===== src/pkg/ata_rd_pkg.sv =====
// Purpose: constants and types of the read command engine
// Assumes: one aligned 32-bit word per task-file register
// Notes:   byte address of a register is four times its index
package ata_rd_pkg;
    // register indices
    localparam logic [3:0] IDX_DATA    = 4'h0;
    localparam logic [3:0] IDX_FEATURE = 4'h1;
    localparam logic [3:0] IDX_SECCNT  = 4'h2;
    localparam logic [3:0] IDX_SECNUM  = 4'h3;
    localparam logic [3:0] IDX_CYLLO   = 4'h4;
    localparam logic [3:0] IDX_CYLHI   = 4'h5;
    localparam logic [3:0] IDX_DRVHEAD = 4'h6;
    localparam logic [3:0] IDX_COMMAND = 4'h7;
    localparam logic [3:0] IDX_ERROR   = 4'h8;
    localparam logic [3:0] IDX_ALTSTAT = 4'h9;
    localparam logic [3:0] IDX_MULTI   = 4'hA;
    // command codes
    localparam logic [7:0] CMD_READ_MULTI = 8'hC4;
    localparam logic [7:0] CMD_READ_SEC   = 8'h20;
    localparam logic [7:0] CMD_READ_SEC_N = 8'h21;
    localparam logic [7:0] CMD_VERIFY     = 8'h40;
    localparam logic [7:0] CMD_VERIFY_N   = 8'h41;
    localparam logic [7:0] CMD_SENSE      = 8'h03;
    localparam logic [3:0] CMD_RECAL_HI   = 4'h1;
    // extended error codes
    localparam logic [7:0] EXT_NONE     = 8'h00;
    localparam logic [7:0] EXT_BAD_ADDR = 8'h21;
    localparam logic [7:0] EXT_OVERFLOW = 8'h2F;
    localparam logic [7:0] EXT_ABORT    = 8'h1F;
    localparam logic [7:0] EXT_UNCORR   = 8'h11;
    localparam logic [7:0] EXT_CORR     = 8'h18;
    // status, error, drive/head and multiple register bit positions
    localparam int unsigned ST_BSY   = 7;
    localparam int unsigned ST_DRDY  = 6;
    localparam int unsigned ST_DRQ   = 3;
    localparam int unsigned ST_CORR  = 2;
    localparam int unsigned ST_ERR   = 0;
    localparam int unsigned ER_UNC   = 6;
    localparam int unsigned ER_IDNF  = 4;
    localparam int unsigned ER_ABRT  = 2;
    localparam int unsigned DH_LBA   = 6;
    localparam int unsigned MULTI_EN = 8;
    // reset values, full sector count and last word index
    localparam logic [7:0] RST_DRVHEAD = 8'hA0;
    localparam logic [7:0] RST_SECCNT  = 8'h01;
    localparam logic [7:0] RST_SECNUM  = 8'h01;
    localparam logic [8:0] CNT_FULL    = 9'h100;
    localparam logic [7:0] LAST_WORD   = 8'hFF;
    typedef enum logic [1:0] {
        MEDIA_OK,
        MEDIA_CORR,
        MEDIA_UNCORR,
        MEDIA_RSVD
    } media_stat_t;
    typedef enum {S_IDLE, S_FETCH, S_XFER} state_t;
    typedef enum {M_READ, M_MULTI, M_VERIFY} mode_t;
endpackage


===== src/ata_read_engine.sv =====
// Purpose: read-family command interpreter behind an AHB-Lite task file
// Assumes: media answers each sector request with 256 words then done
// Notes:   zero-wait slave; status read at index 7 clears the interrupt
`timescale 1ns/100ps
module ata_read_engine #(
    parameter int unsigned SECTORS_PER_TRACK = 32,
    parameter int unsigned HEAD_COUNT        = 16,
    parameter logic [27:0] LBA_LIMIT         = 28'h010_0000
) (
    input  wire logic                     CLK_I,
    input  wire logic                     RST_I,
    input  wire logic                     HSEL_I,
    input  wire logic [31:0]              HADDR_I,
    input  wire logic [1:0]               HTRANS_I,
    input  wire logic                     HWRITE_I,
    input  wire logic [2:0]               HSIZE_I,
    input  wire logic [31:0]              HWDATA_I,
    input  wire logic                     HREADY_I,
    output logic      [31:0]              HRDATA_O,
    output logic                          HREADYOUT_O,
    output logic                          HRESP_O,
    output logic                          INTRQ_O,
    output logic                          MEDIA_REQ_O,
    output logic      [27:0]              MEDIA_ADDR_O,
    output logic                          MEDIA_LBA_O,
    input  wire logic                     MEDIA_WORD_VALID_I,
    input  wire logic [15:0]              MEDIA_WORD_I,
    input  wire logic                     MEDIA_DONE_I,
    input  wire ata_rd_pkg::media_stat_t  MEDIA_STAT_I
);
    import ata_rd_pkg::*;

    state_t      st_q;
    mode_t       mode_q;
    logic [7:0]  feat_q, seccnt_q, secnum_q, cyllo_q, cylhi_q, dh_q;
    logic [7:0]  err_q, ext_q, blk_size_q;
    logic        multi_en_q, bsy_q, drq_q, err_st_q, corr_q, intrq_q;
    logic        freeze_q, stop_q, sec_bad_q, blk_first_q, media_req_q;
    logic [8:0]  left_q, blk_left_q;
    logic [27:0] cur_q;
    logic [15:0] buf_q [256];
    logic [7:0]  wptr_q, rptr_q;
    logic [31:0] rdata_q;
    logic        wr_q;
    logic [3:0]  widx_q;
    logic        intrq_d;

    function automatic logic [27:0] next_addr(input logic logical_addressing_select, input logic [27:0] a);
        logic [27:0] n;
        n = a + 28'h000_0001;
        if (!logical_addressing_select) begin
            n = a;
            if (a[7:0] == 8'(SECTORS_PER_TRACK)) begin
                n[7:0] = 8'h01;
                if (a[27:24] == 4'(HEAD_COUNT - 1)) begin
                    n[27:24] = 4'h0;
                    n[23:8]  = a[23:8] + 16'h0001;
                end else begin
                    n[27:24] = a[27:24] + 4'h1;
                end
            end else begin
                n[7:0] = a[7:0] + 8'h01;
            end
        end
        return n;
    endfunction

    function automatic logic [7:0] check_addr(input logic logical_addressing_select, input logic [27:0] a);
        logic [7:0] c;
        c = EXT_NONE;
        if (logical_addressing_select) begin
            if (a >= LBA_LIMIT) begin
                c = EXT_OVERFLOW;
            end
        end else if (a[7:0] == 8'h00 || a[7:0] > 8'(SECTORS_PER_TRACK)
                     || 32'(a[27:24]) >= HEAD_COUNT) begin
            c = EXT_BAD_ADDR;
        end
        return c;
    endfunction

    // bus decode
    wire logic       a_sel   = HSEL_I & HTRANS_I[1] & HREADY_I;
    wire logic [3:0] a_idx   = HADDR_I[5:2];
    wire logic       a_ok    = (HADDR_I[31:6] == 26'h000_0000) && (HADDR_I[1:0] == 2'b00)
                               && (a_idx <= IDX_MULTI);
    wire logic       rd_ev   = a_sel & ~HWRITE_I & a_ok;
    wire logic       data_rd = rd_ev & (a_idx == IDX_DATA) & drq_q;
    wire logic       stat_rd = rd_ev & (a_idx == IDX_COMMAND);
    wire logic       idle    = (st_q == S_IDLE);
    wire logic       tf_wr   = wr_q & idle;
    wire logic [7:0] wbyte   = HWDATA_I[7:0];
    wire logic       cmd_wr  = tf_wr & (widx_q == IDX_COMMAND);

    // command decode
    wire logic       c_multi  = (wbyte == CMD_READ_MULTI);
    wire logic       c_read   = (wbyte == CMD_READ_SEC) | (wbyte == CMD_READ_SEC_N);
    wire logic       c_verify = (wbyte == CMD_VERIFY) | (wbyte == CMD_VERIFY_N);
    wire logic       c_sense  = (wbyte == CMD_SENSE);
    wire logic       c_recal  = (wbyte[7:4] == CMD_RECAL_HI);
    wire logic       lba_mode = dh_q[DH_LBA];
    wire logic [27:0] st_addr = {dh_q[3:0], cylhi_q, cyllo_q, secnum_q};
    wire logic [7:0] a_code   = check_addr(lba_mode, st_addr);
    wire logic       multi_ok = multi_en_q & (blk_size_q != 8'h00);
    wire logic       c_media  = c_read | c_verify | (c_multi & multi_ok);
    wire logic       go       = cmd_wr & c_media & (a_code == EXT_NONE);
    wire logic       abort    = cmd_wr & ~go & ~c_sense & ~c_recal;
    wire logic [7:0] ab_code  = (c_media && a_code != EXT_NONE) ? a_code : EXT_ABORT;
    wire logic [8:0] st_cnt   = (seccnt_q == 8'h00) ? CNT_FULL : {1'b0, seccnt_q};
    wire logic [8:0] blk_full = {1'b0, blk_size_q};
    wire logic [8:0] first_blk = (blk_full < st_cnt) ? blk_full : st_cnt;

    // sector progress
    wire logic       f_done   = (st_q == S_FETCH) & MEDIA_DONE_I;
    wire logic       f_bad    = (MEDIA_STAT_I == MEDIA_UNCORR);
    wire logic       f_corr   = (MEDIA_STAT_I == MEDIA_CORR);
    wire logic       s_end    = (st_q == S_XFER) & data_rd & (rptr_q == LAST_WORD);
    wire logic       last_one = (left_q == 9'h001);
    wire logic       end_cmd  = last_one | ((mode_q == M_READ) & sec_bad_q)
                                | ((mode_q == M_MULTI) & stop_q & (blk_left_q == 9'h001));
    wire logic [27:0] nxt     = next_addr(lba_mode, cur_q);
    wire logic [8:0] left_n   = left_q - 9'h001;
    wire logic       blk_end  = (blk_left_q == 9'h001);
    wire logic [8:0] blk_nxt  = blk_end ? ((blk_full < left_n) ? blk_full : left_n)
                                        : blk_left_q - 9'h001;
    wire logic       v_fin    = f_done & (mode_q == M_VERIFY) & (f_bad | last_one);
    wire logic       x_irq    = f_done & (mode_q != M_VERIFY)
                                & ((mode_q != M_MULTI) | blk_first_q);
    wire logic       irq_set  = x_irq | v_fin | abort | (cmd_wr & (c_sense | c_recal));
    wire logic [7:0] status   = {bsy_q, 1'b1, 2'b00, drq_q, corr_q, 1'b0, err_st_q};

    logic [31:0] rd_mux;
    always_comb begin
        rd_mux = 32'h0000_0000;
        if (a_idx == IDX_DATA) begin
            rd_mux = drq_q ? {16'h0000, buf_q[rptr_q]} : 32'h0000_0000;
        end else if (a_idx == IDX_FEATURE) begin
            rd_mux = {24'h00_0000, feat_q};
        end else if (a_idx == IDX_SECCNT) begin
            rd_mux = {24'h00_0000, seccnt_q};
        end else if (a_idx == IDX_SECNUM) begin
            rd_mux = {24'h00_0000, secnum_q};
        end else if (a_idx == IDX_CYLLO) begin
            rd_mux = {24'h00_0000, cyllo_q};
        end else if (a_idx == IDX_CYLHI) begin
            rd_mux = {24'h00_0000, cylhi_q};
        end else if (a_idx == IDX_DRVHEAD) begin
            rd_mux = {24'h00_0000, dh_q};
        end else if (a_idx == IDX_COMMAND || a_idx == IDX_ALTSTAT) begin
            rd_mux = {24'h00_0000, status};
        end else if (a_idx == IDX_ERROR) begin
            rd_mux = {24'h00_0000, err_q};
        end else if (a_idx == IDX_MULTI) begin
            rd_mux = {23'h00_0000, multi_en_q, blk_size_q};
        end
    end

    // set wins over the status-read clear
    assign intrq_d = irq_set | (intrq_q & ~stat_rd);

    always_ff @(posedge CLK_I) begin
        if (RST_I) begin
            wr_q    <= 1'b0;
            widx_q  <= 4'h0;
            rdata_q <= 32'h0000_0000;
            intrq_q <= 1'b0;
        end else begin
            wr_q    <= a_sel & HWRITE_I & a_ok;
            widx_q  <= a_idx;
            rdata_q <= rd_ev ? rd_mux : 32'h0000_0000;
            intrq_q <= intrq_d;
        end
    end

    always_ff @(posedge CLK_I) begin
        if (MEDIA_WORD_VALID_I && st_q == S_FETCH) begin
            buf_q[wptr_q] <= MEDIA_WORD_I;
        end
    end

    always_ff @(posedge CLK_I) begin
        if (RST_I) begin
            st_q <= S_IDLE;
            mode_q <= M_READ;
            feat_q <= 8'h00;
            seccnt_q <= RST_SECCNT;
            secnum_q <= RST_SECNUM;
            cyllo_q <= 8'h00;
            cylhi_q <= 8'h00;
            dh_q <= RST_DRVHEAD;
            err_q <= 8'h00;
            ext_q <= EXT_NONE;
            blk_size_q <= 8'h00;
            multi_en_q <= 1'b0;
            bsy_q <= 1'b0;
            drq_q <= 1'b0;
            err_st_q <= 1'b0;
            corr_q <= 1'b0;
            freeze_q <= 1'b0;
            stop_q <= 1'b0;
            sec_bad_q <= 1'b0;
            blk_first_q <= 1'b0;
            media_req_q <= 1'b0;
            left_q <= 9'h000;
            blk_left_q <= 9'h000;
            cur_q <= 28'h000_0000;
            wptr_q <= 8'h00;
            rptr_q <= 8'h00;
        end else begin
            if (tf_wr && widx_q == IDX_FEATURE) feat_q <= wbyte;
            if (tf_wr && widx_q == IDX_SECCNT) seccnt_q <= wbyte;
            if (tf_wr && widx_q == IDX_SECNUM) secnum_q <= wbyte;
            if (tf_wr && widx_q == IDX_CYLLO) cyllo_q <= wbyte;
            if (tf_wr && widx_q == IDX_CYLHI) cylhi_q <= wbyte;
            if (tf_wr && widx_q == IDX_DRVHEAD) dh_q <= wbyte;
            if (tf_wr && widx_q == IDX_MULTI) begin
                blk_size_q <= wbyte;
                multi_en_q <= HWDATA_I[MULTI_EN];
            end
            if (MEDIA_WORD_VALID_I && st_q == S_FETCH) wptr_q <= wptr_q + 8'h01;
            if (data_rd) rptr_q <= rptr_q + 8'h01;
            case (st_q)
                S_IDLE: begin
                    if (go) begin
                        mode_q <= c_multi ? M_MULTI : (c_verify ? M_VERIFY : M_READ);
                        bsy_q <= 1'b1;
                        err_st_q <= 1'b0;
                        corr_q <= 1'b0;
                        err_q <= 8'h00;
                        ext_q <= EXT_NONE;
                        freeze_q <= 1'b0;
                        stop_q <= 1'b0;
                        cur_q <= st_addr;
                        left_q <= st_cnt;
                        blk_left_q <= first_blk;
                        blk_first_q <= 1'b1;
                        media_req_q <= 1'b1;
                        wptr_q <= 8'h00;
                        st_q <= S_FETCH;
                    end else if (abort) begin
                        err_st_q <= 1'b1;
                        err_q <= 8'h00;
                        err_q[ER_ABRT] <= 1'b1;
                        err_q[ER_IDNF] <= (ab_code != EXT_ABORT);
                        ext_q <= ab_code;
                    end else if (cmd_wr && c_sense) begin
                        err_q <= ext_q;
                        ext_q <= EXT_NONE;
                        err_st_q <= 1'b0;
                    end else if (cmd_wr && c_recal) begin
                        err_st_q <= 1'b0;
                        err_q <= 8'h00;
                        ext_q <= EXT_NONE;
                    end
                end
                S_FETCH: begin
                    if (f_done) begin
                        media_req_q <= 1'b0;
                        sec_bad_q <= f_bad;
                        if (f_bad) begin
                            err_st_q <= 1'b1;
                            err_q[ER_UNC] <= 1'b1;
                            ext_q <= EXT_UNCORR;
                            freeze_q <= 1'b1;
                            stop_q <= 1'b1;
                        end else if (f_corr) begin
                            corr_q <= 1'b1;
                            if (ext_q == EXT_NONE) ext_q <= EXT_CORR;
                        end
                        if (mode_q == M_VERIFY) begin
                            if (f_bad) begin
                                seccnt_q <= left_q[7:0];
                                bsy_q <= 1'b0;
                                st_q <= S_IDLE;
                            end else if (last_one) begin
                                bsy_q <= 1'b0;
                                st_q <= S_IDLE;
                            end else begin
                                cur_q <= nxt;
                                {dh_q[3:0], cylhi_q, cyllo_q, secnum_q} <= nxt;
                                left_q <= left_n;
                                media_req_q <= 1'b1;
                                wptr_q <= 8'h00;
                            end
                        end else begin
                            drq_q <= 1'b1;
                            bsy_q <= 1'b0;
                            rptr_q <= 8'h00;
                            st_q <= S_XFER;
                        end
                    end
                end
                S_XFER: begin
                    if (s_end) begin
                        drq_q <= 1'b0;
                        if (end_cmd) begin
                            st_q <= S_IDLE;
                        end else begin
                            bsy_q <= 1'b1;
                            cur_q <= nxt;
                            if (!freeze_q) begin
                                {dh_q[3:0], cylhi_q, cyllo_q, secnum_q} <= nxt;
                            end
                            left_q <= left_n;
                            blk_left_q <= blk_nxt;
                            blk_first_q <= blk_end;
                            media_req_q <= 1'b1;
                            wptr_q <= 8'h00;
                            st_q <= S_FETCH;
                        end
                    end
                end
                default: st_q <= S_IDLE;
            endcase
        end
    end

    assign HRDATA_O     = rdata_q;
    assign HREADYOUT_O  = 1'b1;
    assign HRESP_O      = 1'b0;
    assign INTRQ_O      = intrq_q;
    assign MEDIA_REQ_O  = media_req_q;
    assign MEDIA_ADDR_O = cur_q;
    assign MEDIA_LBA_O  = lba_mode;

    multi_irq_a: assert property (@(posedge CLK_I) disable iff (RST_I)
        f_done && mode_q == M_MULTI && !blk_first_q && !intrq_q && !stat_rd |=> !intrq_q)
        else $error("interrupt inside a multiple block");
    drq_irq_a: assert property (@(posedge CLK_I) disable iff (RST_I)
        $rose(drq_q) && (mode_q != M_MULTI || blk_first_q) |-> intrq_q && !bsy_q)
        else $error("data request without interrupt");
    count_zero_a: assert property (@(posedge CLK_I) disable iff (RST_I)
        go && seccnt_q == 8'h00 |=> left_q == 9'h100)
        else $error("zero count not taken as 256");
    verify_nodrq_a: assert property (@(posedge CLK_I) disable iff (RST_I)
        mode_q == M_VERIFY |-> !drq_q)
        else $error("verify raised data request");
    verify_busy_a: assert property (@(posedge CLK_I) disable iff (RST_I)
        go && c_verify |=> bsy_q && !idle)
        else $error("verify not busy at once");
    abort_multi_a: assert property (@(posedge CLK_I) disable iff (RST_I)
        cmd_wr && idle && c_multi && !multi_ok |=> err_st_q && ext_q == 8'h1F && !bsy_q)
        else $error("multiple read not aborted");
    lba_split_a: assert property (@(posedge CLK_I) disable iff (RST_I)
        go |=> MEDIA_ADDR_O == {$past(dh_q[3:0]), $past(cylhi_q), $past(cyllo_q),
                                $past(secnum_q)})
        else $error("address split wrong");
    sense_ret_a: assert property (@(posedge CLK_I) disable iff (RST_I)
        cmd_wr && idle && c_sense |=> err_q == $past(ext_q) && ext_q == 8'h00)
        else $error("sense did not return code");
    verify_fail_a: assert property (@(posedge CLK_I) disable iff (RST_I)
        f_done && mode_q == M_VERIFY && f_bad |=> seccnt_q == $past(left_q[7:0]) && idle)
        else $error("verify failure count wrong");
    recal_nop_a: assert property (@(posedge CLK_I) disable iff (RST_I)
        cmd_wr && idle && c_recal |=> !bsy_q && !err_st_q && intrq_q && idle)
        else $error("recalibrate not a no-operation");
    word_count_a: assert property (@(posedge CLK_I) disable iff (RST_I)
        $rose(drq_q) |-> rptr_q == 8'h00)
        else $error("sector pointer not rewound");

    multi_c: cover property (@(posedge CLK_I) disable iff (RST_I)
        s_end && mode_q == M_MULTI && blk_end && !end_cmd);
    verify_c: cover property (@(posedge CLK_I) disable iff (RST_I) v_fin && !f_bad);
    read_err_c: cover property (@(posedge CLK_I) disable iff (RST_I)
        f_done && f_bad && mode_q == M_READ);
endmodule


===== config.mk =====
export PLATFORM = sky130hd
export DESIGN_NAME = ata_read_engine
export DESIGN_NICKNAME = d
export VERILOG_FILES = /design/src/pkg/ata_rd_pkg.sv /design/src/ata_read_engine.sv
export SDC_FILE = /design/constraint.sdc
export NUM_CORES = 2
export LEC_CHECK = 0
export BUFFER_PORTS_ARGS = -buffer_cell sky130_fd_sc_hd__buf_4
export CORE_ASPECT_RATIO = 2
export CORE_MARGIN = 5
export CORE_UTILIZATION = 60
export CTS_CLUSTER_DIAMETER = 120
export DETAILED_ROUTE_END_ITERATION = 6
export HOLD_SLACK_MARGIN = 0.05
export PLACE_DENSITY = 0.76
export SYNTH_ARGS = -nofsm -noshare
export SYNTH_HDL_FRONTEND = slang
export SYNTH_SLANG_ARGS = --single-unit

===== constraint.sdc =====
create_clock -name CLK_I -period 3.35 [get_ports CLK_I]
set_input_delay 0.5025 -clock CLK_I [delete_from_list [all_inputs] [get_ports CLK_I]]
set_output_delay 0.5025 -clock CLK_I [all_outputs]
set_load 0.01 [all_outputs]

---- Word level (Yosys, flattened, before mapping) ----
Memory sizes are Yosys's and may differ from the RTL's. A register that Yosys moved wholly into a read port is not among the register bits.
Cells that the tools add are included.
storage, ports and cells
  logic and storage cells ................. 352
  memories kept ........................... 1
  register bits ........................... 245
  bits in writable memories ............... 4096
  bits in latches ......................... 0
  bits of input ports ..................... 94
  ROM bits ................................ 0
memory list
  memory  words  width  rd ports  clocked after memory_dff  wr ports  RTL line               RTL
  buf_q   256    16     1         1                         1         ata_read_engine.sv:41  logic [15:0] buf_q [256];
operators by class
  shift operators ......................... 0
  $add $sub $neg .......................... 8
  bitwise gates (word level) .............. 49
  reductions and logical operators ........ 46
  multiply operators ...................... 0
  divide/modulo/power cells ............... 0
  multiplexer cells ....................... 157
  equal/unequal tests ..................... 55
  order comparisons ....................... 5
operators with widths
  operator                                                                  count
  8-bit 2-to-1 mux                                                          55
  28-bit 2-to-1 mux                                                         8
  9-bit 2-to-1 mux                                                          23
  32-bit 2-to-1 mux                                                         6
  32-bit by 2-bit equality test with 1-bit output, second input constant    3
  32-bit logical NOT                                                        3
  32-bit one-hot mux with 3 select lines                                    1
  28-bit one-hot mux with 3 select lines                                    1
  32-bit by 3-bit equality test with 1-bit output, second input constant    2
  8-bit one-hot mux with 2 select lines                                     4
  16-bit 2-to-1 mux                                                         3
  4-bit 2-to-1 mux                                                          9
  32-bit by 1-bit equality test with 1-bit output, second input constant    1
  4-bit by 3-bit equality test with 1-bit output, second input constant     8
  8-bit logical NOT                                                         4
  32-bit by 2-bit inequality test with 1-bit output, second input constant  1
  32-bit by 3-bit inequality test with 1-bit output, second input constant  1
  1-bit bitwise AND                                                         30
  1-bit 2-to-1 mux                                                          29
  28-bit by 1-bit adder with 28-bit output, second input constant           1
  28-bit by 21-bit >= comparator with 1-bit output, second input constant   1
  9-bit one-hot mux with 3 select lines                                     1
  26-bit logical NOT                                                        1
  8-bit by 1-bit adder with 8-bit output, second input constant             3
  other kinds (45)                                                          121

---- Longest topological paths before layout ----
  depth after elaboration ................. 13
  depth in mapped cells ................... 14

---- Least setup slack after synthesis ----
Ideal clock, no wire load.
  kind .................................... reg2reg
  start point ............................. reg left_q[2]
  end point ............................... reg blk_left_q[2]
  slack ................................... 330 ps
  stages on the path, launching flop included .. 13
  arrival time ............................ 2900 ps
  path buffers ............................ 2
  setup time .............................. 120 ps
  period minus slack after synthesis ...... 3020 ps
  cells stage by stage .................... dfxtp_1 -> clkbuf_1 -> or4_1 -> nor4_1 -> xnor2_1 -> ha_1 -> a2111oi_0 -> a211oi_1 -> clkbuf_1 -> a21oi_1 -> o21ai_0 -> a21oi_1 -> o31a_1
on the way
  cells in the longest elaborated chain, start to end .. 7
ends and longest elaborated chain
  item                                                   RTL line                RTL
  from (decl)                                            ata_read_engine.sv:39   logic [8:0] left_q, blk_left_q;
  from (signal assigned)                                 ata_read_engine.sv:234  left_q <= st_cnt;
  from (signal assigned)                                 ata_read_engine.sv:281  left_q <= left_n;
  from (signal assigned)                                 ata_read_engine.sv:304  left_q <= left_n;
  9-bit by 1-bit subtractor with 9-bit output            ata_read_engine.sv:122  wire logic [8:0] left_n = left_q - 9'h001;
  8-bit by 9-bit less-than comparator with 1-bit output  ata_read_engine.sv:124  wire logic [8:0] blk_nxt = blk_end ? ((blk_full < left_n) ? blk_full : left_n)
  9-bit 2-to-1 mux (2 in a row)                          ata_read_engine.sv:124
  9-bit 2-to-1 mux                                       ata_read_engine.sv:296  if (end_cmd) begin
  9-bit 2-to-1 mux                                       ata_read_engine.sv:294  if (s_end) begin
  9-bit one-hot mux with 2 select lines                  ata_read_engine.sv:222  case (st_q)
  to (signal assigned)                                   ata_read_engine.sv:235  blk_left_q <= first_blk;
  to (signal assigned)                                   ata_read_engine.sv:305  blk_left_q <= blk_nxt;
  to (decl)                                              ata_read_engine.sv:39
Parallel ways exist; a longest one is shown, timed or not. The select of a mux whose other input is x is not followed.
A chain may end at the register's enable or synchronous reset.

==> impl_metrics.json <==
{
  "status": "finished with violations",
  "violations": "setup timing",
  "fin_util_pct": 70.4,
  "cts_tree": "done",
  "hold_class": "input pin to register",
  "stdcell_count": 13800,
  "grt_antenna_before_repair": 29,
  "drc": 0,
  "worstSetupStartpointType": "register",
  "die_y_um": 757,
  "cts_made_buffers": 346,
  "coreArea_um2": 278000,
  "finalCritPeriodShare_pct": 110,
  "syn_inst": 8491,
  "grt_pass1_vias": 98600,
  "clk_path_buf_depth": 4,
  "clkSlewWorstSetupHoldPaths_ns": 0.07,
  "die_w_um": 383,
  "synth-seq-area-share_pct": 75.5,
  "fin_ws_ns": -0.327,
  "vdd_drop_max_mv": 0.434,
  "fin_hold_ws_ns": 0.101,
  "dpl.cell_count": 13000,
  "via_per_inst": 7.13,
  "grt-ovfl-total": 0,
  "synth_ff_type": "edfxtp_1",
  "drive_gt1_share_pct": 31.1,
  "arrival_ns": 4.46,
  "power.density_nw_per_um2": 522,
  "yosys_warnings": 0,
  "fill_cells": 16100,
  "dieArea_um2": 290000,
  "worstMarginPinSlew_ns": 1.42,
  "synth_edf_count": 4096,
  "wire_per_inst_um": 41.0,
  "dr.pass1.iters": 6,
  "end_kind": "register",
  "period_needed_ns": 3.68,
  "antenna_left": 0,
  "htreeDepth": 5,
  "final_cell_mix": "edfxtp_1, buf_4, mux4_2",
  "vias": 98400,
  "cts.sinks": 4261,
  "clock_latency_ns": 0.94,
  "reg2reg_slack_ns": -0.33,
  "hold_violations": 0,
  "relSlewSlack_pct": 5.53,
  "syn_to_final_growth_pct": 17.1,
  "crit_fanout": 10,
  "grt_pass1_wl_mm": 777,
  "fmax_mhz": 272,
  "cts-root-buf": "clkbuf_16",
  "synth-seq-cells": 4261,
  "p_leak_nw": 61.9,
  "skew_ns": 0.0632,
  "grt_max_degree": 125,
  "rsz0062_at_grt": "yes",
  "wl_mm": 566,
  "grt_usage_pct": 39.0,
  "drtIter0Drc": 14300,
  "slew_violations": 0,
  "cap_viol_max_count": 0,
  "synth_cell_types": 87,
  "nets": 9898,
  "ios": 159,
  "async_reset_ff_share_pct": 0,
  "final_common_cell": "edfxtp_1",
  "synth_area_um2": 167000,
  "syn_area_per_cell_um2": 19.7,
  "cp.required_ns": 4.14,
  "crit_type": "register to register",
  "initial_utilization_pct": 60.1,
  "io_buffers": 113,
  "num_rows": 274,
  "dp_hpwl_mm": 366,
  "setup_violations": 14,
  "gp_congestion": 1.08
}
[through the flow]
step	setup slack, ns	cell area, µm²	total power, mW	setup TNS [ns]
6_report	-0.327	196000	102	-1.35
4_1_cts	-0.0454	195000	102	-0.0984
2_1_floorplan	0.330	167000	60.5	0
3_3_place_gp	-0.846	182000	62.3	-17.81
5_1_grt	-0.205	196000	105	-0.988
3_5_place_dp	-0.753	182000	62.4	-17.72
[sequential cells by signal, indices dropped and copies added (netlist names), 9 cells and up]
name / cells
buf_q: 4096
left_q: 9
MEDIA_ADDR_O: 28
blk_left_q: 9
HRDATA_O: 16
[cell type report]
| class | count | area (µm²) | share of cell area (%) |
|---|---|---|---|
| Antenna cell | 27 | 67.6 | 0.0345 |
| Clock buffer | 412 | 8990 | 4.59 |
| Clock inverter | 212 | 1980 | 1.01 |
| Inverter | 41 | 169 | 0.0863 |
| Multi-Input combinational cell | 3665 | 39700 | 20.3 |
| Sequential cell | 4261 | 126000 | 64.5 |
| Tap cell | 3726 | 4660 | 2.38 |
| Timing Repair Buffer | 1456 | 14000 | 7.14 |
[final timing paths]
| path | endpoint | cells past startpoint | from |
|---|---|---|---|
| max | HRDATA_O[12] | 11 | rptr_q[0] |
| max reg2reg | HRDATA_O[12] | 11 | rptr_q[0] |
| min reg2reg | sec_bad_q | 2 | sec_bad_q |
| min | err_q[1] | 5 | HWDATA_I[7] |
[per-layer routing]
layer	share of wire (%)	track usage [%]
met1	27	41.4
met2	49	62.8
met4	13	37.9
met5	0.032	0
met3	11	10.0
[worst max-delay path, stage by stage, from the launching register on]
cell	delay [ns]
dfxtp_4	0.38
buf_12	0.14
buf_16	0.19
buf_16	0.19
buf_4	0.14
mux4_2	0.50
a22oi_1	1.09
nand2_1	0.15
nand2_1	0.12
a211oi_1	0.10
a31oi_2	0.32
a41oi_1	0.16
[Yosys cell counts, types with 29 or more instances]
cell type | count | share of area [%]
mux4_2 | 911 | 12
mux2i_1 | 447 | 2.7
clkbuf_1 | 265 | 0.59
buf_1 | 77 | 0.17
a21oi_1 | 249 | 0.75
o21ai_0 | 136 | 0.41
nand4_1 | 32 | 0.12
inv_1 | 37 | 0.083
nor3_1 | 80 | 0.24
a31oi_1 | 35 | 0.13
buf_2 | 132 | 0.40
o221ai_1 | 128 | 0.67
a221oi_1 | 41 | 0.21
buf_4 | 57 | 0.26
nand2_1 | 266 | 0.60
nor2b_1 | 41 | 0.15
nor2_1 | 493 | 1.1
o22a_1 | 29 | 0.15
ha_1 | 33 | 0.25
o22ai_1 | 85 | 0.32
a211oi_1 | 46 | 0.21
nand3_1 | 89 | 0.27
nor4_1 | 36 | 0.13
edfxtp_1 | 4096 | 74
a22oi_1 | 119 | 0.53
dfxtp_1 | 165 | 2.0
[cell families after synthesis]
| group | synth area share (%) |
|---|---|
| AOI/OAI and AO/OA | 4.27 |
| xor gates and xnor gates | 0.262 |
| adders and majority gates | 0.247 |
| buffers and inverters | 1.55 |
| DFF | 75.5 |
| muxes | 15.0 |
| other | 0.00449 |
| and+or+nand+nor | 3.10 |
[where the power goes]
part / internal (mW) / switching [mW] / total, mW
Sequential: 58.4 / 0.117 / 58.5
Clock: 21.7 / 19.1 / 40.8
Combinational: 0.806 / 2.12 / 2.92
Total: 80.9 / 21.3 / 102
[what timing repair did]
action                                  CTS  global route
endpoints found under the setup margin   75            54
gates resized for setup                 142           138
cloned                                   15             7
buffers inserted                         44            57
hold endpoints to repair                 35             0
pin swaps                                15            31
hold buffers                             15             0
Power figures use the tool's default switching activity.
